`config.mk`:
```
export PLATFORM = sky130hd
export DESIGN_NAME = counter_top
export DESIGN_NICKNAME = d
export VERILOG_FILES = /design/src/design/counter_pkg.sv /design/src/design/counter_if.sv /design/src/design/counter_core.sv /design/src/design/counter_top.sv
export SDC_FILE = /design/constraint.sdc
export NUM_CORES = 1
export LEC_CHECK = 0
export BUFFER_PORTS_ARGS = -buffer_cell sky130_fd_sc_hd__buf_2
export CORE_MARGIN = 1.5
export CORE_UTILIZATION = 40
export CTS_CLUSTER_SIZE = 16
export DETAILED_ROUTE_END_ITERATION = 10
export GPL_TIMING_DRIVEN = 0
export SLEW_MARGIN = 5
export SYNTH_ARGS = -nofsm -noshare
export SYNTH_HDL_FRONTEND = slang
export SYNTH_SLANG_ARGS = --single-unit
```
`constraint.sdc`:
```
create_clock -name clk -period 6.5 [get_ports clk]
set_input_delay 0 -clock clk [delete_from_list [all_inputs] [get_ports clk]]
set_output_delay 0 -clock clk [all_outputs]
set_load 0.1 [all_outputs]
```
`src/design/counter_pkg.sv`:
```
package counter_pkg;

   // Counter geometry
   localparam int          COUNT_W      = 4;

   // Register bus geometry
   localparam int          ADDR_W       = 5;
   localparam int          DATA_W       = 32;
   localparam int          STRB_W       = 4;
   localparam int          PRESCALE_W   = 16;
   localparam int          EVENT_W      = 16;

   // Register byte offsets
   localparam logic [4:0]  CTRL_OFS     = 5'h00;
   localparam logic [4:0]  PRESET_OFS   = 5'h04;
   localparam logic [4:0]  STATUS_OFS   = 5'h08;
   localparam logic [4:0]  PRESCALE_OFS = 5'h0c;
   localparam logic [4:0]  EVENTS_OFS   = 5'h10;

   // Control register fields
   localparam int          CTRL_CLEAR_N = 0;
   localparam int          CTRL_LOAD_N  = 1;
   localparam int          CTRL_EN_P    = 2;
   localparam int          CTRL_EN_T    = 3;
   localparam int          CTRL_RUN     = 4;
   localparam int          CTRL_STEP    = 5;
   localparam int          CTRL_W       = 5;

   // Status register fields
   localparam int          STAT_COUNT   = 0;
   localparam int          STAT_CARRY   = 4;
   localparam int          STAT_WRAP    = 8;

   // Reset values
   localparam logic [4:0]  CTRL_RST     = 5'h03;
   localparam logic [3:0]  PRESET_RST   = 4'h0;
   localparam logic [15:0] PRESCALE_RST = 16'h0000;

   // Bus responses
   localparam logic [1:0]  RESP_OKAY    = 2'h0;
   localparam logic [1:0]  RESP_SLVERR  = 2'h2;

endpackage : counter_pkg

```
`src/design/counter_if.sv`:
```
interface counter_if;
   import counter_pkg::*;

   logic               clearN;
   logic               loadN;
   logic               enP;
   logic               enT;
   logic               countEdge;
   logic [COUNT_W-1:0] presetData;
   logic [COUNT_W-1:0] count;
   logic               carry;

   modport ctl  (output clearN, loadN, enP, enT, countEdge, presetData,
                 input  count, carry);
   modport core (input  clearN, loadN, enP, enT, countEdge, presetData,
                 output count, carry);

endinterface : counter_if

```
`src/design/counter_core.sv`:
```
module counter_core #(
   parameter bit SYNC_CLEAR = 1'b1
) (
   // Clock and reset
   input  wire logic clk,
   input  wire logic rstLocal_n,
   // Controls and state
   counter_if.core   cnt
);
   import counter_pkg::*;

   typedef struct packed {
      logic [COUNT_W-1:0] count;
   } core_state_t;

   core_state_t state_reg;
   core_state_t state_next;
   logic        asyncClear;

   assign asyncClear = !SYNC_CLEAR && !cnt.clearN;

   always_comb begin
      state_next = state_reg;
      if (asyncClear) begin
         state_next.count = '0;
      end else if (cnt.countEdge) begin
         if (SYNC_CLEAR && !cnt.clearN) begin
            state_next.count = '0;
         end else if (!cnt.loadN) begin
            state_next.count = cnt.presetData;
         end else if (cnt.enP && cnt.enT) begin
            // All-ones rolls over to zero through the 4-bit truncation
            state_next.count = COUNT_W'(state_reg.count + 4'h1);
         end
      end
   end

   always_ff @(posedge clk or negedge rstLocal_n) begin
      if (!rstLocal_n) begin
         state_reg <= '0;
      end else begin
         state_reg <= state_next;
      end
   end

   // The asynchronous clear forces the outputs at once, ahead of the flops catching up
   assign cnt.count = asyncClear ? '0 : state_reg.count;
   // Decoded from stored bits only, so it cannot spike between edges
   assign cnt.carry = cnt.enT && (&cnt.count);

endmodule // counter_core

```
`src/design/counter_top.sv`:
```
// Behaviour
// - The counter keeps a four-bit binary state shown at all times.
// - All four state bits change together on one clock edge.
// - The count rises only with both enables high and no load or clear.
// - A low load at an edge copies the preset data, ignoring the enables.
// - A rising load transition alone never changes the state.
// - In the asynchronous variant a low clear zeroes the state at once.
// - In the synchronous variant a low clear zeroes the state at the edge.
// - Carry is gated by the trickle enable; the parallel enable has no say.
// - Carry is high for as long as the low bit at terminal count.
// - Carry is decoded from stored state and does not glitch.
// - Falling enables are accepted any time and change nothing alone.
// - Except for the asynchronous clear, mode is chosen only from control levels sampled at the edge.
//
// Added by the designer: the register addresses and the AXI4-Lite register port.
module counter_top
   import counter_pkg::*;
#(
   parameter bit SYNC_CLEAR = 1'b1
) (
   // Clock and reset
   input  wire logic                      clk,
   input  wire logic                      rst_n,
   // AXI4-Lite write address
   input  wire logic [counter_pkg::ADDR_W-1:0] s_axi_awaddr,
   input  wire logic                      s_axi_awvalid,
   output logic                           s_axi_awready,
   // AXI4-Lite write data
   input  wire logic [counter_pkg::DATA_W-1:0] s_axi_wdata,
   input  wire logic [counter_pkg::STRB_W-1:0] s_axi_wstrb,
   input  wire logic                      s_axi_wvalid,
   output logic                           s_axi_wready,
   // AXI4-Lite write response
   output logic [1:0]                     s_axi_bresp,
   output logic                           s_axi_bvalid,
   input  wire logic                      s_axi_bready,
   // AXI4-Lite read address
   input  wire logic [counter_pkg::ADDR_W-1:0] s_axi_araddr,
   input  wire logic                      s_axi_arvalid,
   output logic                           s_axi_arready,
   // AXI4-Lite read data
   output logic [counter_pkg::DATA_W-1:0] s_axi_rdata,
   output logic [1:0]                     s_axi_rresp,
   output logic                           s_axi_rvalid,
   input  wire logic                      s_axi_rready,
   // Counter outputs
   output logic [counter_pkg::COUNT_W-1:0] countOut,
   output logic                           rippleCarry
);
   import counter_pkg::*;

   typedef struct packed {
      // Write channel tracking
      logic                  awHave;
      logic [ADDR_W-1:0]     awAddr;
      logic                  wHave;
      logic [DATA_W-1:0]     wData;
      logic [STRB_W-1:0]     wStrb;
      logic                  bvalid;
      logic [1:0]            bresp;
      // Read channel
      logic                  rvalid;
      logic [DATA_W-1:0]     rdata;
      logic [1:0]            rresp;
      // Software registers
      logic [CTRL_W-1:0]     ctrl;
      logic [COUNT_W-1:0]    preset;
      logic [PRESCALE_W-1:0] prescale;
      // Edge generation
      logic [PRESCALE_W-1:0] div;
      logic                  stepPend;
      // Observation
      logic                  carryPrev;
      logic                  wrapFlag;
      logic [EVENT_W-1:0]    events;
   } top_state_t;

   top_state_t  state_reg;
   top_state_t  state_next;
   logic [1:0]  rstSync_reg;
   logic        rstLocal_n;

   counter_if   cnt ();

   // Byte-lane merge of a write into an existing word
   function automatic logic [DATA_W-1:0] mergeLanes(
      input logic [DATA_W-1:0] oldWord,
      input logic [DATA_W-1:0] newWord,
      input logic [STRB_W-1:0] strb
   );
      logic [DATA_W-1:0] res;
      res = oldWord;
      for (int i = 0; i < STRB_W; i++) begin
         if (strb[i]) begin
            res[i*8 +: 8] = newWord[i*8 +: 8];
         end
      end
      return res;
   endfunction

   // True when an address names a register
   function automatic logic isMapped(input logic [ADDR_W-1:0] addr);
      logic hit;
      hit = 1'b0;
      case (addr)
         CTRL_OFS, PRESET_OFS, STATUS_OFS,
         PRESCALE_OFS, EVENTS_OFS: hit = 1'b1;
         default:                 hit = 1'b0;
      endcase
      return hit;
   endfunction

   // Reset release through two flops; assertion stays asynchronous
   always_ff @(posedge clk or negedge rst_n) begin
      if (!rst_n) begin
         rstSync_reg <= 2'h0;
      end else begin
         rstSync_reg <= {rstSync_reg[0], 1'b1};
      end
   end

   assign rstLocal_n = rstSync_reg[1];

   // Controls reach the core only from stored register bits
   assign cnt.clearN     = state_reg.ctrl[CTRL_CLEAR_N];
   assign cnt.loadN      = state_reg.ctrl[CTRL_LOAD_N];
   assign cnt.enP        = state_reg.ctrl[CTRL_EN_P];
   assign cnt.enT        = state_reg.ctrl[CTRL_EN_T];
   assign cnt.presetData = state_reg.preset;
   assign cnt.countEdge  = state_reg.stepPend ||
                           (state_reg.ctrl[CTRL_RUN] &&
                            state_reg.div == state_reg.prescale);

   counter_core #(
      .SYNC_CLEAR (SYNC_CLEAR)
   ) core_i (
      .clk        (clk),
      .rstLocal_n (rstLocal_n),
      .cnt        (cnt)
   );

   always_comb begin
      logic                  awFire;
      logic                  wFire;
      logic                  arFire;
      logic                  doWrite;
      logic [ADDR_W-1:0]     wAddr;
      logic [DATA_W-1:0]     wWord;
      logic [DATA_W-1:0]     merged;
      logic                  clearWrap;
      logic                  carryRise;
      awFire    = 1'b0;
      wFire     = 1'b0;
      arFire    = 1'b0;
      doWrite   = 1'b0;
      wAddr     = '0;
      wWord     = '0;
      merged    = '0;
      clearWrap = 1'b0;
      carryRise = 1'b0;
      state_next = state_reg;

      // Write address and data may arrive in either order
      awFire = s_axi_awvalid && s_axi_awready;
      wFire  = s_axi_wvalid && s_axi_wready;
      if (awFire) begin
         state_next.awHave = 1'b1;
         state_next.awAddr = s_axi_awaddr;
      end
      if (wFire) begin
         state_next.wHave = 1'b1;
         state_next.wData = s_axi_wdata;
         state_next.wStrb = s_axi_wstrb;
      end
      doWrite = (state_reg.awHave || awFire) && (state_reg.wHave || wFire);
      wAddr   = state_reg.awHave ? state_reg.awAddr : s_axi_awaddr;
      wWord   = state_reg.wHave ? state_reg.wData : s_axi_wdata;

      // Step is a one-shot edge request; it never reads back
      if (cnt.countEdge) begin
         state_next.stepPend = 1'b0;
      end

      if (doWrite) begin
         state_next.awHave = 1'b0;
         state_next.wHave  = 1'b0;
         state_next.bvalid = 1'b1;
         state_next.bresp  = isMapped(wAddr) ? RESP_OKAY : RESP_SLVERR;
         merged = mergeLanes('0, wWord,
                             state_reg.wHave ? state_reg.wStrb : s_axi_wstrb);
         case (wAddr)
            CTRL_OFS: begin
               merged = mergeLanes(DATA_W'(state_reg.ctrl), wWord,
                  state_reg.wHave ? state_reg.wStrb : s_axi_wstrb);
               state_next.ctrl = merged[CTRL_W-1:0];
               if (merged[CTRL_STEP]) begin
                  state_next.stepPend = 1'b1;
               end
            end
            PRESET_OFS: begin
               merged = mergeLanes(DATA_W'(state_reg.preset), wWord,
                  state_reg.wHave ? state_reg.wStrb : s_axi_wstrb);
               state_next.preset = merged[COUNT_W-1:0];
            end
            STATUS_OFS: begin
               // Writing one to the wrap bit clears it
               clearWrap = merged[STAT_WRAP];
            end
            PRESCALE_OFS: begin
               merged = mergeLanes(DATA_W'(state_reg.prescale), wWord,
                  state_reg.wHave ? state_reg.wStrb : s_axi_wstrb);
               state_next.prescale = merged[PRESCALE_W-1:0];
            end
            EVENTS_OFS: begin
               // Any write restarts the carry event tally
               state_next.events = '0;
            end
            default: begin
               state_next.bresp = RESP_SLVERR;
            end
         endcase
      end
      if (state_reg.bvalid && s_axi_bready) begin
         state_next.bvalid = 1'b0;
      end

      // Divider that paces counter edges at clk / (prescale + 1)
      if (!state_reg.ctrl[CTRL_RUN] || cnt.countEdge) begin
         state_next.div = '0;
      end else begin
         state_next.div = PRESCALE_W'(state_reg.div + 16'h0001);
      end

      // Carry pulses are tallied; a new one wins over a software clear
      carryRise = cnt.carry && !state_reg.carryPrev;
      state_next.carryPrev = cnt.carry;
      if (clearWrap) begin
         state_next.wrapFlag = 1'b0;
      end
      if (carryRise) begin
         state_next.wrapFlag = 1'b1;
         state_next.events = EVENT_W'(state_next.events + 16'h0001);
      end

      // Read channel
      arFire = s_axi_arvalid && s_axi_arready;
      if (arFire) begin
         state_next.rvalid = 1'b1;
         state_next.rresp  = isMapped(s_axi_araddr) ? RESP_OKAY
                                                    : RESP_SLVERR;
         case (s_axi_araddr)
            CTRL_OFS:     state_next.rdata = DATA_W'(state_reg.ctrl);
            PRESET_OFS:   state_next.rdata = DATA_W'(state_reg.preset);
            STATUS_OFS: begin
               state_next.rdata = '0;
               state_next.rdata[STAT_COUNT +: COUNT_W] = cnt.count;
               state_next.rdata[STAT_CARRY] = cnt.carry;
               state_next.rdata[STAT_WRAP]  = state_reg.wrapFlag;
            end
            PRESCALE_OFS: state_next.rdata = DATA_W'(state_reg.prescale);
            EVENTS_OFS:   state_next.rdata = DATA_W'(state_reg.events);
            default:      state_next.rdata = '0;
         endcase
      end else if (state_reg.rvalid && s_axi_rready) begin
         state_next.rvalid = 1'b0;
      end
   end

   always_ff @(posedge clk or negedge rstLocal_n) begin
      if (!rstLocal_n) begin
         state_reg          <= '0;
         state_reg.ctrl     <= CTRL_RST;
         state_reg.preset   <= PRESET_RST;
         state_reg.prescale <= PRESCALE_RST;
         state_reg.bresp    <= RESP_OKAY;
         state_reg.rresp    <= RESP_OKAY;
      end else begin
         state_reg <= state_next;
      end
   end

   // One transaction per channel; each ready drops while its answer waits
   assign s_axi_awready = !state_reg.awHave && !state_reg.bvalid;
   assign s_axi_wready  = !state_reg.wHave && !state_reg.bvalid;
   assign s_axi_bvalid  = state_reg.bvalid;
   assign s_axi_bresp   = state_reg.bresp;
   assign s_axi_arready = !state_reg.rvalid;
   assign s_axi_rvalid  = state_reg.rvalid;
   assign s_axi_rdata   = state_reg.rdata;
   assign s_axi_rresp   = state_reg.rresp;

   assign countOut    = cnt.count;
   assign rippleCarry = cnt.carry;

endmodule // counter_top

```
==> flow_results.org, run 1 <==
** Worst setup path
- CP Class :: register to register
- Startpoint class of the critical path :: register
- Along the worst path, the maximum fanout reaches 8.
- At the worst endpoint, the arrival time is 2.81 ns.
- For the worst setup path, the data required time is 6.78 ns.
- Critical Path Sink Type :: register

** Floorplan
- The region available for standard cell placement spans 13800 µm².
- Number of cell rows :: 43
- In this run the count of I/O pins placed on the die edge is 99.
- The initial utilization of the core area, before any placement, comes to 0.406.
- The die covers 14700 µm².
- Die width :: 121 µm
- Measured along the y axis, the die boundary spans 121 µm.

** Global route
- After global routing the overflow that remains totals 0.
- Largest net degree at the start of global routing :: 70
- The first global-routing pass estimated 20.0 mm of wire.
- In the global route stage, overall resource usage came out at 0.176.
- The initial antenna violation count is 0.
- Number of global-route vias before repair :: 4075

** Detailed routing
- Total routed wirelength :: 11.8 mm
- The first TritonRoute pass finished after 5 iterations.
- In the routed design, unresolved DRC markers number 0.
- Initial drt markers :: 153
- Via density per instance :: 4.98
- Vias after detailed routing :: 4035
- Antenna-violating nets left :: 0
- After detailed routing, the average wire length per cell comes to 14.5 µm.

** Yosys
- In this run the cell area of the synthesized design comes to 5590 µm².
- Post-synthesis register bit count :: 111
- Measured against the total synthesized area, the mux share comes to 0.145.
- Yosys mapped a number of flops with a built-in enable equal to 0.
- For this run, the leading register cell type out of synthesis is sky130_fd_sc_hd__dfrtp_1.
- Most instantiated library cell after synthesis :: sky130_fd_sc_hd__dfrtp_1
- Averaged over all synthesized cells, the footprint is 11.1 µm².
- Xor/xnor share of the synthesized area :: 0.0627
- Fraction of registers with async set/reset :: 1.00
- Syn Inst Count :: 505
- Count of cell types in the netlist :: 53
- After synthesis, the largest family of logic cells by area is multiplexers.
- Yosys warning count :: 0
- Post-synth top cells :: sky130_fd_sc_hd__dfrtp_1 (109), sky130_fd_sc_hd__mux2_2 (65), sky130_fd_sc_hd__nor2_1 (38)
- Of the total synthesized cell area, the portion taken by full adders, half adders and majority gates is 0.00671.
- Share of the synthesized area in the top cell type :: 0.488
- The synthesized design spends more area on one cell type than any other, namely sky130_fd_sc_hd__dfrtp_1.
- Largest cells by area after synthesis :: sky130_fd_sc_hd__dfrtp_1 (49%), sky130_fd_sc_hd__mux2_2 (13%), sky130_fd_sc_hd__buf_4 (4.8%)
- Of the synthesized area, sequential elements account for 0.497.
- Complex-gate fraction of the synthesized area :: 0.0864
- Of the total synthesized cell area, the portion taken by AND, OR, NAND and NOR gates is 0.134.

** Place
- Sum of net half-perimeters after detailed placement :: 8.59 mm
- Buffers added on ports :: 62
- Weighted congestion reported at the end of routability-driven placement :: 0.858

** CTS
- Clk sinks :: 111
- In this run, CTS created clock tree buffers numbering 9.
- The clock passes through at most 2 buffers.
- Root buffer selected by CTS :: sky130_fd_sc_hd__clkbuf_16
- The clock reaches the later pin of the worst-skew pair after 0.35 ns.
- The H-tree was split into 3 levels.
- Gates resized, CTS repair :: 0
- TritonCTS built the clock tree.
- After clock tree synthesis, the clock-pin slew on the worst setup and hold paths is 0.07 ns.
- Post-CTS setup buffer count :: 0

** Cells and area
- Number of nets in the finished design :: 682
- The number of antenna diodes in the final layout is 0.
- Number of flip-flops in the largest register :: 77
- Proportion of layout cells with a drive suffix above 1 :: 0.322
- Compared with the post-synthesis result, the final layout area differs by 22.1%.
- Number of filler cells placed in the layout :: 1304
- Once layout is complete, the utilization of the core stands at 0.496.

** Timing
- The final number of hold-violating endpoints was 0.
- Dividing the final minimum period by the clock period gives 0.389.
- At the pin with the least slew margin, the transition time is 0.813 ns.
- Unrepaired setup endpoints after global routing :: no
- Final Max Slew Viols :: 0
- Skew final :: 0.00684 ns
- Shortest clock period the worst path allows after layout :: 2.53 ns
- For the final routed database, the setup TNS stands at 0 ns.
- Setup violations remaining at the end of the flow were counted as 0.
- Maximum clock rate :: 0.395 GHz
- Measured against its own limit, the worst slew margin works out to 0.454.

** Job
- Across the run, the number of max-cap violations was 0.

** Min path
- Worst min-delay path category :: primary input to register

** Power and ir drop
- Pwr per Cell Area :: 330 nW/µm²
- Across the VDD grid, the largest voltage drop is 0.327 mV.
- The analysis attributes to cell leakage a power of 3.14 nW.

** Run status
- Status :: completed
per-stage QoR:
stage	power (mW)	area (µm²)	worst slack, ns	std cells	hold WS [ns]
after global routing	2.39	6830	3.75	811	0.0851
final	2.25	6830	3.97	811	0.0628
after detailed placement	1.70	6220	4.00	765	-0.213
after CTS	2.28	6830	3.95	811	0.0510
after global placement	1.67	6190	1.96	764	-0.215
after floorplan	1.54	5660	3.15	522	-0.296
layer usage:
metal  wire length, µm  share of wire  vias to the layer above  GRT usage
li1                  -              -                     1963          -
met1              5550           0.47                     1951      0.233
met2              5510           0.47                      108      0.287
met3               512          0.043                       13     0.0258
met4               222          0.019                        0     0.0757
met5                 0              0                        -          0
area by class of cell:
cell class	instances	area [µm²]	share of cell area
buffer	51	337	0.0493
clock buffer	12	267	0.0390
clock inverter	4	37.5	0.00550
inverter	10	37.5	0.00550
multi-input combinational	350	2500	0.366
sequential	111	2780	0.408
tap	180	225	0.0330
timing repair buffer	93	638	0.0935
worst max-delay path, stage by stage, from the launching register on:
cell and delay (ns):
sky130_fd_sc_hd__dfrtp_1 0.42, sky130_fd_sc_hd__and2b_2 0.26, sky130_fd_sc_hd__o22ai_2 0.25, sky130_fd_sc_hd__and4bb_2 0.36, sky130_fd_sc_hd__nor2b_1 0.20, sky130_fd_sc_hd__ha_1 0.28, sky130_fd_sc_hd__nand4_4 0.17, sky130_fd_sc_hd__or3_1 0.36
sky130_fd_sc_hd__a21oi_1 0.15
cells by family (layout without fill, tap and decap cells):
kind of cell,count (synthesis),count (layout)
fa+ha+maj,3,3
mux,73,73
flops,111,111
xor+xnor,40,40
simple gates,143,143
buf+inv,61,170
other cells,2,19
compound gates,72,72
repair_timing:
action                                 in CTS  in global routing
setup endpoints to repair                   0                  0
hold buffers                               30                  0
endpoints found under the hold margin      31                  0
final timing paths:
kind / startpoint / to / slack (ns) / depth (start not counted)
min in group asynchronous: rstSync_reg[1]$_DFF_PN0_ / state_reg[116]$_DFFE_PN0P_ / 0.33 / 0
max reg2reg: s_axi_bvalid$_DFFE_PN0P_ / state_reg[10]$_DFF_PN0_ / 3.97 / 8
min reg2reg: rstSync_reg[1]$_DFF_PN0_ / state_reg[116]$_DFFE_PN0P_ / 0.33 / 0
max in group asynchronous: rstSync_reg[1]$_DFF_PN0_ / cnt.clearN$_DFFE_PN1P_ / 5.40 / 1
max: s_axi_bvalid$_DFFE_PN0P_ / state_reg[10]$_DFF_PN0_ / 3.97 / 8
min: s_axi_awvalid / state_reg[134]$_DFFE_PN0P_ / 0.06 / 4
power by group:
group          switching [mW]  leakage, nW  internal [mW]
Clock                   0.258        0.151          0.297
Combinational           0.432         1.57          0.281
Sequential              0.142         1.42          0.845
cell usage in the layout (no fill, tap or decap), drive strengths merged, types with 6 or more instances in the layout:
master	count
xor2	16
xnor2	24
conb	19
a21oi	11
dlygate4sd3	30
nand3	13
nand4	9
nor3	11
nor2	38
inv	11
or3	6
mux2i	8
clkbuf	19
o21ai	24
a22oi	15
mux2	65
buf	107
dfrtp	109
nand2	39
Note: power is estimated with default switching activity, not from simulation.
==> inputs of run 2 (changes only) <==
Clock period 6.5 ns to 2.6 ns, I/O delays scaled along.
==> run 2 against run 1 <==
Effect of this change:
- sequential cell count unchanged
- global-route usage decreased by 0.42 points
- sequential power increased to 2.5 times the previous value
- largest power group unchanged
==> flow_results.org, run 2 (same netlist as run 1, synthesis figures left out) <==
** Cells and area
- Area Growth Syn to Fin :: 22.5%
- Antenna cells :: 0 (unchanged)
- Leaving out fill and tap cells, the most frequent cell in the layout is sky130_fd_sc_hd__dfrtp_1.
- Util after Layout :: 0.497 (+0.00182)
- The proportion of layout cells with a drive suffix above 1 is 0.337 (+0.0148).
- Leading cell types in the layout, fill and taps excluded :: sky130_fd_sc_hd__dfrtp_1 (104), sky130_fd_sc_hd__buf_2 (69), sky130_fd_sc_hd__mux2_2 (65)
- Number of flip-flops in the largest register :: 77 (unchanged)
- The final non-filler cell total is 810 (-0.12%).
- The filler cell count in the final layout was 1285 (-1.5%).
- Number of nets in the finished design :: 681 (-0.15%)

** CTS
- Worst-Skew Late Latency :: 0.35 ns (about the same)
- Root buffer selected by CTS :: sky130_fd_sc_hd__clkbuf_16
- Maximum buffer depth of the clock tree :: 2 (unchanged)
- The clock transition at the registers of the reported paths is 0.07 ns (about the same).
- Max H-tree Level :: 3 (unchanged)
- Clk sinks :: 111 (unchanged)
- Clock tree from TritonCTS :: built
- TritonCTS Buffers :: 9 (unchanged)

** Timing
- The final number of hold-violating endpoints is 0 (unchanged).
- The worst-case clock skew came to 0.00944 ns (+0.00260 ns).
- Post-route clock period utilization :: 0.935 (+0.546)
- The slew at the pin with the worst max-slew slack is 0.797 ns (-0.0156 ns).
- Worst rel slew slack :: 0.464 (+0.0105)
- Number of endpoints failing setup at the final stage :: 0 (unchanged)
- Shortest clock period the worst path allows after layout :: 2.43 ns (-0.0995 ns)
- The worst-case setup margin in the final layout is 0.169 ns (-3.80 ns).
- Setup repair after global routing left no endpoint under its margin.
- Final Max Slew Viols :: 0 (unchanged)
- Maximum clock rate :: 0.411 GHz (+4.1%)

** Floorplan
- The initial cell density of the core was 0.406 (unchanged).
- The floorplan row count came to 43 (unchanged).
- Number of top-level design ports :: 99 (unchanged)
- Area of the placeable core :: 13800 µm² (unchanged)
- DIE AREA :: 14700 µm² (unchanged)
- The die extent in x came to 121 µm (unchanged).
- The die outline height came to 121 µm (unchanged).

** Power and ir drop
- Pwr per Cell Area :: 834 nW/µm² (+150%)
- The worst IR drop on VDD is 0.894 mV (+170%).
- The leakage power total was 3.13 nW (-0.42%).

** Detailed routing
- The total detailed-routing wirelength is 11.6 mm (-1.3%).
- The violation count after the first detailed-route iteration came to 186 (+22%).
- Via density per instance :: 4.92 (-1.1%)
- Total met3 wirelength after detailed routing :: 455 µm (-11%)
- Vias after detailed routing :: 3987 (-1.2%)
- Wire per inst :: 14.4 µm (-1.1%)
- The post-detailed-route DRC marker count came to 0 (unchanged).
- Antenna-violating nets left :: 0 (unchanged)
- Initial DRT Pass Iterations :: 5 (unchanged)
- The wire length on met1 is 5.67 mm (+2.1%).
- The detailed router used layers up to and including met4.
- The routed wire length on met2 is 5.27 mm (-4.4%).

** Place
- Weighted congestion reported at the end of routability-driven placement :: 0.866 (+0.98%)
- Sum of net half-perimeters after detailed placement :: 8.56 mm (-0.40%)
- Buffers added on ports :: 62 (unchanged)
- # placed instances :: 765 (unchanged)
- The worst-case setup slack after placement came to 0.131 ns (-3.86 ns).

** Global route
- All-Layer GR Usage :: 0.171 (-0.00419)
- The first-pass GRT wire length came to 19.6 mm (-2.1%).
- Largest net degree at the start of global routing :: 67 (-4.3%)
- Leftover overflow at the end of global routing :: 0 (unchanged)
- The via count of the first global-routing pass is 3957 (-2.9%).
- The initial antenna violation count was 0 (unchanged).

** Min path
- In this run the worst hold path is classified as primary input to register.

** Worst setup path
- The longest individual stage delay on the worst path was 0.36 ns (-0.06 ns).
- The arrival time at the worst endpoint came to 2.71 ns (-0.10 ns).
- Worst endpoint required time :: 2.88 ns (-3.90 ns)
- Cell with the biggest individual delay on the critical path :: sky130_fd_sc_hd__dfrtp_1
- The largest driver fanout on the critical path came to 10 (+2).
- Critical Path Sink Type :: register
- Number of buffers and inverters on the critical path :: 1 (+1)
- Grouping stages by cell kind, the critical path spends the most delay in simple AND/OR/NAND/NOR gates.
- The worst setup path is launched from a register.
- Traced cell by cell, the critical path runs through buf_2, mux2i_2, and4bb_2, nor2b_1, ha_2, nand4_4, or3_1, a21oi_1.
- The setup path with the least slack is of type register to register.

** Job
- Number of maximum-capacitance violations :: 0 (unchanged)

** Run status
- The flow ran to the end, and the final reports show no timing, DRC or antenna violations.
[run 2: cell types whose count changed in the layout (fill, tap and decap cells not counted), moves of 2 or more]
cell,change
sky130_fd_sc_hd__nor2_2,+2
sky130_fd_sc_hd__dfrtp_2,+4
sky130_fd_sc_hd__dfrtp_1,-4
sky130_fd_sc_hd__clkinv_4,-2
sky130_fd_sc_hd__nor2_1,-2
[run 2: final cells by class]
cell class              instances  area, µm²  share of cell area
repair buffers                 92        628              0.0917
inverters                      10       41.3             0.00603
multi-input cells             350       2520               0.368
clock buffers                  12        256              0.0374
plain buffers                  51        337              0.0491
flip-flops and latches        111       2790               0.407
well taps                     180        225              0.0329
clock inverters                 4       52.6             0.00767
[run 2: where the power goes]
part / internal, mW / leakage, nW / switching [mW]
clock: 0.805 / 0.153 / 0.631
combinational: 0.713 / 1.56 / 1.09
sequential: 2.12 / 1.42 / 0.365
total: 3.63 / 3.13 / 2.08
[run 2: final timing paths]
check                                            from                          to  slack (ns)  cells past startpoint
setup / recovery           state_reg[140]$_DFFE_PN0P_     state_reg[10]$_DFF_PN0_        0.17                      8
hold / removal                        s_axi_araddr[0]  s_axi_rresp[1]$_DFFE_PN0P_       0.009                      3
setup reg to reg           state_reg[140]$_DFFE_PN0P_     state_reg[10]$_DFF_PN0_        0.17                      8
hold reg to reg              rstSync_reg[1]$_DFF_PN0_   state_reg[48]$_DFFE_PN0P_        0.34                      0
max in group asynchronous    rstSync_reg[1]$_DFF_PN0_       cnt.loadN$_DFFE_PN1P_        1.48                      1
min in group asynchronous    rstSync_reg[1]$_DFF_PN0_   state_reg[48]$_DFFE_PN0P_        0.34                      0
[run 2: layer usage]
layer	vias up	GRT usage
li1	1965	-
met2	95	0.272
met3	18	0.0301
met4	0	0.0676
met5	-	0
met1	1909	0.233
[run 2: metrics by stage]
| step | instance area (µm²) | hold slack [ns] | power [mW] | TNS, ns |
|---|---|---|---|---|
| finish | 6850 | 0.00896 | 5.71 | 0 |
| global route | 6850 | 0.0484 | 6.04 | 0 |
| CTS | 6840 | 0.00101 | 5.74 | 0 |
| detailed placement | 6240 | -0.214 | 4.26 | 0 |
| global placement | 6210 | -0.215 | 4.20 | -0.438 |
| floorplan | 5670 | -0.296 | 3.87 | -0.0232 |
[run 2: what timing repair did]
| item | CTS | global route |
|---|---|---|
| setup buffers | 0 | 0 |
| gates resized for setup | 0 | 4 |
| setup endpoints to repair | 0 | 4 |
| hold buffers | 29 | 0 |
| hold endpoints to repair | 31 | 0 |
[run 2: worst reg2reg max path, delay by kind of cell (launching register included)]
family / cells / cell delay [ns]
AND/OR/NAND/NOR: 4 / 1.05
flip-flops: 1 / 0.36
AO/OA/AOI/OAI: 1 / 0.15
multiplexers: 1 / 0.29
adder cells (fa/ha/maj): 1 / 0.25
buffers and inverters: 1 / 0.27
